## src/irq_expander_pkg.sv

```systemverilog
// shared constants and carrier types for the peripheral interrupt expander
package irq_expander_pkg;
   // ***************************************************************
   // sizes
   // ***************************************************************
   localparam int REQ_COUNT = 96;
   localparam int GROUP_SIZE = 8;
   localparam int GROUP_COUNT = 12;
   localparam int REQ_IDX_W = 7;
   localparam int GROUP_IDX_W = 4;
   localparam int SLOT_IDX_W = 3;
   localparam int VECTOR_W = 22;

   // ***************************************************************
   // positions wired to peripheral sources: bits 0..42 (43 of 96)
   // ***************************************************************
   localparam logic [95:0] CONNECTED_MASK = 96'h0000_0000_0000_07FF_FFFF_FFFF;

   // ***************************************************************
   // reset values
   // ***************************************************************
   localparam logic [21:0] VECTOR_RESET = 22'h00_0000;
   localparam logic [95:0] PENDING_RESET = 96'h0;

   // service acknowledge from the processor core
   typedef struct packed {
      logic valid;
      logic [3:0] line;
   } service_ack_t;

   // vector handed to the processor core
   typedef struct packed {
      logic valid;
      logic [6:0] source;
      logic [21:0] vector;
   } vector_fetch_t;

   // software write into the vector table
   typedef struct packed {
      logic valid;
      logic [6:0] addr;
      logic [21:0] data;
   } vector_write_t;
endpackage : irq_expander_pkg

```

## src/irq_group_select.sv

```systemverilog
// fixed-priority pick of one group of eight requests
`timescale 1ns/1ps
module irq_group_select (
   input wire logic [7:0] active_i,
   output logic any_o,
   output logic [2:0] slot_o
);
   always_comb begin
      any_o = |active_i;
      slot_o = 3'h0;
      // walk downward so the lowest active slot is the last written
      for (int i = 7; i >= 0; i--) begin
         if (active_i[i]) begin
            slot_o = 3'(i);
         end
      end
   end
endmodule : irq_group_select

```

## src/peripheral_interrupt_expander.sv

```systemverilog
// peripheral interrupt expander: 96 requests onto 12 processor lines
// Notes on behaviour
// - up to 96 peripheral request inputs funnel onto fewer processor lines.
// - requests form groups of eight, each group drives one of twelve lines.
// - only 43 positions are connected; the rest stay inactive.
// - every position has its own vector in a writable vector table.
// - on service the winning request's vector is supplied to the processor.
// - fixed hardware priority, shaped by software through the enables.
// - each position has its own enable; disabled requests never reach lines.
`timescale 1ns/1ps
module peripheral_interrupt_expander (
   input wire logic core_clk_i,
   input wire logic rst_i,
   input wire logic [95:0] periph_req_i,
   input wire logic [95:0] req_enable_i,
   input wire irq_expander_pkg::vector_write_t vec_write_i,
   input wire irq_expander_pkg::service_ack_t service_ack_i,
   output logic cpu_irq_line_first_o,
   output logic [9:0] cpu_irq_line_mid_o,
   output logic cpu_irq_line_last_o,
   output irq_expander_pkg::vector_fetch_t vector_fetch_o,
   output logic [95:0] pending_o
);
   // ***************************************************************
   // request synchroniser
   // ***************************************************************
   logic [95:0] req_meta;
   logic [95:0] req_sync;
   logic [95:0] req_prev;
   logic [95:0] req_rise;

   // requests are asynchronous pins; only the second stage reads the first
   always_ff @(posedge core_clk_i) begin
      if (rst_i) begin
         req_meta <= 96'h0;
      end else begin
         req_meta <= periph_req_i;
      end
   end

   always_ff @(posedge core_clk_i) begin
      if (rst_i) begin
         req_sync <= 96'h0;
      end else begin
         req_sync <= req_meta;
      end
   end

   // ***************************************************************
   // edge capture
   // ***************************************************************
   // history resets to the idle pin level, so leaving reset makes no edge
   always_ff @(posedge core_clk_i) begin
      if (rst_i) begin
         req_prev <= 96'h0;
      end else begin
         req_prev <= req_sync;
      end
   end

   // a level held high counts once; it must drop before it can pend again
   // masking after the synchroniser keeps logic off the raw pins
   assign req_rise = req_sync & ~req_prev
      & irq_expander_pkg::CONNECTED_MASK;

   // ***************************************************************
   // acknowledge decode
   // ***************************************************************
   logic [11:0] group_any;
   logic [2:0] group_slot [12];
   logic ack_line_ok;
   logic ack_hit;
   logic [2:0] ack_slot;
   logic [6:0] ack_winner;

   // line codes 12 to 15 name no group and are ignored
   assign ack_line_ok = service_ack_i.line <
      4'(irq_expander_pkg::GROUP_COUNT);

   // an acknowledge for a group with nothing enabled and pending is dropped
   always_comb begin
      ack_hit = 1'b0;
      ack_slot = 3'h0;
      if (service_ack_i.valid && ack_line_ok) begin
         ack_hit = group_any[service_ack_i.line];
         ack_slot = group_slot[service_ack_i.line];
      end
   end

   // position p sits in group p/8 at slot p%8
   assign ack_winner = {service_ack_i.line, ack_slot};

   // ***************************************************************
   // pending flags
   // ***************************************************************
   logic [95:0] clear_onehot;
   logic [95:0] next_pending;
   logic [95:0] pending;

   always_comb begin
      clear_onehot = 96'h0;
      if (ack_hit) begin
         clear_onehot[ack_winner] = 1'b1;
      end
   end

   // the set is applied after the clear, so an edge in the clearing
   // cycle wins and no event is lost
   always_comb begin
      next_pending = pending & ~clear_onehot;
      next_pending = next_pending | req_rise;
      next_pending = next_pending & irq_expander_pkg::CONNECTED_MASK;
   end

   always_ff @(posedge core_clk_i) begin
      if (rst_i) begin
         pending <= irq_expander_pkg::PENDING_RESET;
      end else begin
         pending <= next_pending;
      end
   end

   // ***************************************************************
   // enable gating and per-group priority
   // ***************************************************************
   logic [95:0] active;

   // enables gate only propagation; a masked request stays pending
   assign active = pending & req_enable_i;

   for (genvar g = 0; g < irq_expander_pkg::GROUP_COUNT; g++) begin : grp
      irq_group_select u_sel (
         .active_i(active[g*8 +: 8]),
         .any_o(group_any[g]),
         .slot_o(group_slot[g])
      );
   end

   // ***************************************************************
   // processor interrupt lines
   // ***************************************************************
   logic [11:0] irq_lines;

   always_ff @(posedge core_clk_i) begin
      if (rst_i) begin
         irq_lines <= 12'h000;
      end else begin
         irq_lines <= group_any;
      end
   end

   // ***************************************************************
   // vector table
   // ***************************************************************
   logic [21:0] vector_table [96];
   logic write_hit;

   // writes past the last position are dropped rather than wrapped
   assign write_hit = vec_write_i.valid &&
      vec_write_i.addr < 7'(irq_expander_pkg::REQ_COUNT);

   always_ff @(posedge core_clk_i) begin
      if (rst_i) begin
         for (int i = 0; i < irq_expander_pkg::REQ_COUNT; i++) begin
            vector_table[i] <= irq_expander_pkg::VECTOR_RESET;
         end
      end else if (write_hit) begin
         vector_table[vec_write_i.addr] <= vec_write_i.data;
      end
   end

   // ***************************************************************
   // vector fetch answer
   // ***************************************************************
   logic fetch_valid;
   logic [6:0] fetch_source;
   logic [21:0] fetch_vector;

   // answer one cycle after the acknowledge, well inside the fetch budget
   always_ff @(posedge core_clk_i) begin
      if (rst_i) begin
         fetch_valid <= 1'b0;
      end else begin
         fetch_valid <= ack_hit;
      end
   end

   // source and vector hold until the next accepted acknowledge
   always_ff @(posedge core_clk_i) begin
      if (rst_i) begin
         fetch_source <= 7'h00;
      end else if (ack_hit) begin
         fetch_source <= ack_winner;
      end
   end

   // a write to the winning entry in the same cycle shows at the next service
   always_ff @(posedge core_clk_i) begin
      if (rst_i) begin
         fetch_vector <= irq_expander_pkg::VECTOR_RESET;
      end else if (ack_hit) begin
         fetch_vector <= vector_table[ack_winner];
      end
   end

   // ***************************************************************
   // outputs
   // ***************************************************************
   assign pending_o = pending;

   assign cpu_irq_line_first_o = irq_lines[0];
   assign cpu_irq_line_mid_o = irq_lines[10:1];
   assign cpu_irq_line_last_o = irq_lines[11];

   assign vector_fetch_o = '{
      valid: fetch_valid,
      source: fetch_source,
      vector: fetch_vector
   };
endmodule : peripheral_interrupt_expander

```

## config.mk

```make
export PLATFORM = sky130hd
export DESIGN_NAME = peripheral_interrupt_expander
export DESIGN_NICKNAME = d
export VERILOG_FILES = /design/src/irq_expander_pkg.sv /design/src/irq_group_select.sv /design/src/peripheral_interrupt_expander.sv
export SDC_FILE = /design/constraint.sdc
export NUM_CORES = 2
export LEC_CHECK = 0
export BUFFER_PORTS_ARGS = -buffer_cell sky130_fd_sc_hd__buf_2
export CORE_ASPECT_RATIO = 2
export CORE_MARGIN = 3
export CORE_UTILIZATION = 40
export DETAILED_ROUTE_END_ITERATION = 6
export SETUP_SLACK_MARGIN = 0.1
export SLEW_MARGIN = 20
export SYNTH_ARGS = -nofsm -noshare
export SYNTH_HDL_FRONTEND = slang
export SYNTH_SLANG_ARGS = --single-unit
```

## constraint.sdc

```tcl
create_clock -name core_clk_i -period 4.03 [get_ports core_clk_i]
set_clock_uncertainty 0.2 [all_clocks]
set_input_delay 0.2015 -clock core_clk_i [delete_from_list [all_inputs] [get_ports core_clk_i]]
set_output_delay 0.2015 -clock core_clk_i [all_outputs]
set_load 0.05 [all_outputs]
```

==> flow_results.org <==
** Power
- Clock network fraction of total power :: around two fifths
- Total power for the finished layout comes to around 36 mW.
- In this run switching power makes up around 25% of total power.
- Pleak :: slightly above 30 nW
- Internal Power :: about 27 mW
- Sequential share of power :: between 50% and 60%
- The share of total power dissipated in combinational logic is 11.3%.
- Across the VDD grid, the largest voltage drop is approximately 0.00037 V.
- Power spread over the standard cell area amounts to 431 nW/um^2.
- Power dissipated by switching net loads :: roughly 9.1 mW

** Worst hold path
- In this run the worst hold path is classified as primary input to register.
- In this run the most critical hold path is launched from vec_write_i[14].
- Hold Path Depth :: 2
- The worst hold path terminates at vector_table[40][14].

** Timing
- After routing, the total negative slack on setup checks comes to -3.74 ns.
- Pins over their slew limit :: 0
- Once routing completed, OpenROAD measured the worst setup slack at -0.373 ns.
- In this run the tightest slew margin relative to its limit is 17.5%.
- The hold violation count in the final report came to 0.
- Dividing the final minimum period by the clock period gives 109%.
- Setup violations remaining at the end of the flow were counted as 21.
- Actual slew at the worst max-slew pin :: around 1.2 ns
- RSZ-0062 raised after global routing :: true
- Final worst path period need :: about 4.4 ns
- Maximum clock frequency :: roughly 230 MHz
- Final hold slack :: approximately 0.0057 ns

** Floorplanning
- Core Footprint :: 169,000 sq um
- Starting density of the core :: between 40% and 50%
- The die is between 200 and 300 microns wide.
- From bottom edge to top edge, the die measures just under 600 microns.
- The die covers 175,000 sq um.
- In this run the core area contains approximately 210 standard-cell rows.
- Number of top-level pins :: roughly 370

** Logic synthesis
- In this run, synthesis produced a sequential element count of 1,528.
- Distinct cell type count of the synthesized netlist :: 93
- Avg Inst Size Synth :: roughly 13 sq um
- Post-synth EDFFs :: between 1,000 and 1,500
- Proportion of synthesized chip area in sequential cells :: between 60 and 70%
- In the synthesized netlist the async set-or-reset flop fraction comes to 0%.
- Predominant post-synthesis flop cell :: edfxtp_1
- Post-Synthesis Cells :: ~5,400
- The cell area that synthesis handed to floorplanning was 68,000 sq um.
- Yosys warning total :: 0

** Placed design
- At the end of routability-driven placement, the weighted congestion stood at between 1 and 1.5.
- After detailed placement, the design holds a cell count of approximately 8,000.
- Post-DP HPWL :: 194,000 microns
- Buffers added on ports :: 201

** Setup path
- STA classifies the critical path startpoint as a register.
- Peak fanout along the critical path :: 5
- The worst register-to-register path ends at fetch_vector[19].
- The critical path is of the register to register type.
- Cell type of the slowest stage on the worst timing path :: a222oi_1
- CP Cell Sequence :: buf_6 > a22oi_2 > buf_4 > a311oi_4 > buf_4 > o221ai_4 > o21ai_4 > buf_6 > nor2_4 > and2_4 > buf_12 > buf_8 > a222oi_1 > nor3b_2 > nor4_2 > o21ai_1 > a41oi_1
- The startpoint identified for the worst register-to-register timing path is pending_o[29].
- Endpoint required time on the critical path :: about 4.5 ns
- The worst setup path is captured at a register.
- Register-to-Register Path Depth :: 17
- The largest single stage delay on the critical path is around 1.0 ns.
- For the worst setup path, the data arrival time is just under 5 ns.
- Minimum setup slack among reg-to-reg paths :: -0.37 ns

** Detailed routing
- Vias per inst :: about 5.8
- Detailed routing inserted a total of just under 50,000 vias.
- Antenna violation net count after detailed routing :: 0
- Drt pass-1 iters :: 7
- In the routed design, unresolved DRC markers number 9.
- Overall routed net length :: 285,000 microns
- After detailed routing, the average wire length per cell comes to around 34 microns.
- For this block, the initial DRC count from the detailed router was slightly below 6,000.

** Finish
- In the layout the commonest cells are edfxtp_1, and2_1, buf_4.
- Area of the multi-input gates :: ~23,000 sq um
- At the end of the flow the core is filled with cells to 49.4%.
- Excluding fillers, the count of instances in the completed layout stands at between 8,000 and 9,000.
- Most common library cell in the layout ignoring fill and taps :: edfxtp_1
- From synthesis to final layout, the design area changed by 22.6%.
- In the final layout, the share of cells above drive strength 1 is 23.5%.
- In the final design database the tool counted around 6,400 nets.
- Flip-flop and latch area :: around 44,000 sq um
- After filler insertion, the fill cell instance count of the layout stands at around 15,000.

** Clocking
- Clk buf depth :: 4
- Worst skew pair latency :: roughly 0.82 ns
- Clock tree synthesis found a total of roughly 1,500 sinks.
- Clock-pin slew was measured on the worst setup and hold paths at roughly 0.070 ns.
- Count of H-tree levels built during CTS :: 4
- TritonCTS built the clock tree.
- Number of CTS-inserted buffers :: around 140
- Clock tree synthesis selected as its root buffer the cell clkbuf_16.

** Global route
- Global routing used 31.7% of the available tracks across all layers.
- Entering global routing, the biggest net connects 94 pins.
- Grt ovf :: 0
- The number of antenna violations at the first check in global routing came to 28.
- The first global-routing pass estimated ~390,000 microns of wire.
- The number of global-route vias before repair was ~49,000.

** Outcome
- Result of the run :: finished, violations left
- Violated checks :: DRC, setup timing

** Job
- Number of max-cap violations :: 0
state kept, by name, indices dropped and copies added (netlist names):
signal / count
fetch_source: 7
fetch_valid: 1
fetch_vector: 22
irq_lines: 6
pending_o: 43
req_meta: 43
req_prev: 43
req_sync: 43
vector_table: 1320
layout make-up:
class | instances | share of cell area [%]
diodes | 15 | 0.0450
clock buffers | 183 | 4.65
clock inverters | 62 | 0.743
inverters | 4 | 0.0180
multi-input cells | 3392 | 27.6
flip-flops and latches | 1528 | 52.5
well taps | 2257 | 3.39
repair buffers | 1051 | 11.0
cells by family (layout without fill, tap and decap cells):
family | Yosys count | in the layout | synth area share [%]
flip-flops | 1528 | 1528 | 64.4
AND/OR/NAND/NOR | 2142 | 2143 | 18.0
multiplexers | 278 | 278 | 4.22
other | 1 | 90 | 0.00551
buffers and inverters | 594 | 1300 | 4.07
AO/OA/AOI/OAI | 896 | 896 | 9.31
cell usage after synthesis (all sizes together) (4+ instances only):
cell type	count	share of area (%)
a2111oi	37	0.54
a211o	4	0.051
a211oi	21	0.25
a21oi	217	1.6
a221o	10	0.15
a221oi	31	0.41
a222oi	66	0.97
a22o	45	0.58
a22oi	92	1.0
a311o	4	0.059
a311oi	22	0.28
a31o	5	0.064
a31oi	24	0.22
a32o	6	0.088
a41oi	4	0.051
and2	1311	12
and3	9	0.083
buf	192	1.8
clkbuf	398	2.2
dfxtp	208	6.1
edfxtp	1320	58
inv	4	0.022
mux2	58	0.96
mux2i	219	3.2
nand2	292	1.6
nand2b	56	0.52
nand3	48	0.36
nand3b	5	0.055
nand4	9	0.083
nor2	165	0.91
nor2b	136	1.3
nor3	18	0.17
nor3b	12	0.13
nor4	6	0.055
o2111ai	24	0.31
o211ai	24	0.26
o21a	4	0.044
o21ai	146	1.1
o221ai	9	0.13
o22ai	60	0.55
o2bb2ai	12	0.16
or2	68	0.63
what timing repair did:
item | in CTS | in global routing
buffers inserted | 47 | 41
cloned | 4 | 2
endpoints found under the hold margin | 366 | 56
hold buffers | 100 | 2
resized for setup | 150 | 174
setup endpoints to repair | 29 | 22
pin swaps | 50 | 114
critical path, delay by kind of cell (launching register included):
kind,cells,cell delay (ns)
buffers and inverters,6,0.87
flip-flops,1,0.36
AND/OR/NAND/NOR,4,0.70
AO/OA/AOI/OAI,7,2.10
power groups by stage:
stage                     logic [mW]  registers [mW]  clock network [mW]
after global routing            4.12            18.3                14.3
after global placement          3.54            18.5                   0
after floorplan                 1.55            18.6                   0
after CTS                       3.82            18.2                13.8
after detailed placement        3.55            18.5                   0
final                           4.06            18.2                13.7
stage by stage:
step           setup WS, ns  instance area (sq um)
2_1_floorplan         0.425                  68300
3_3_place_gp          -1.66                  75400
3_5_place_dp         -0.904                  75400
4_1_cts              -0.196                  82100
5_1_grt              -0.358                  83400
6_report             -0.373                  83400
per-layer routing:
layer	wire length (microns)	part of all wire [%]	global-route usage (%)	vias up
met5	13	0.0046	0	-
met4	35000	12	31.5	2
met3	23300	8.2	6.17	1006
met2	138000	49	53.7	2904
met1	88300	31	32.1	24800
li1	-	-	-	20700
worst max path at each step:
stage / endpoint / depth (start not counted) / start / slack, ns
floorplan: fetch_vector[17] / 14 / pending_o[15] / 0.42
global placement: fetch_vector[0] / 17 / req_enable_i[27] / -1.66
detailed placement: fetch_vector[8] / 17 / req_enable_i[27] / -0.90
CTS: fetch_vector[8] / 16 / pending_o[27] / -0.20
global route: fetch_vector[21] / 17 / pending_o[29] / -0.36
finish: fetch_vector[19] / 17 / pending_o[29] / -0.37
(Power assumes the default switching activity.)
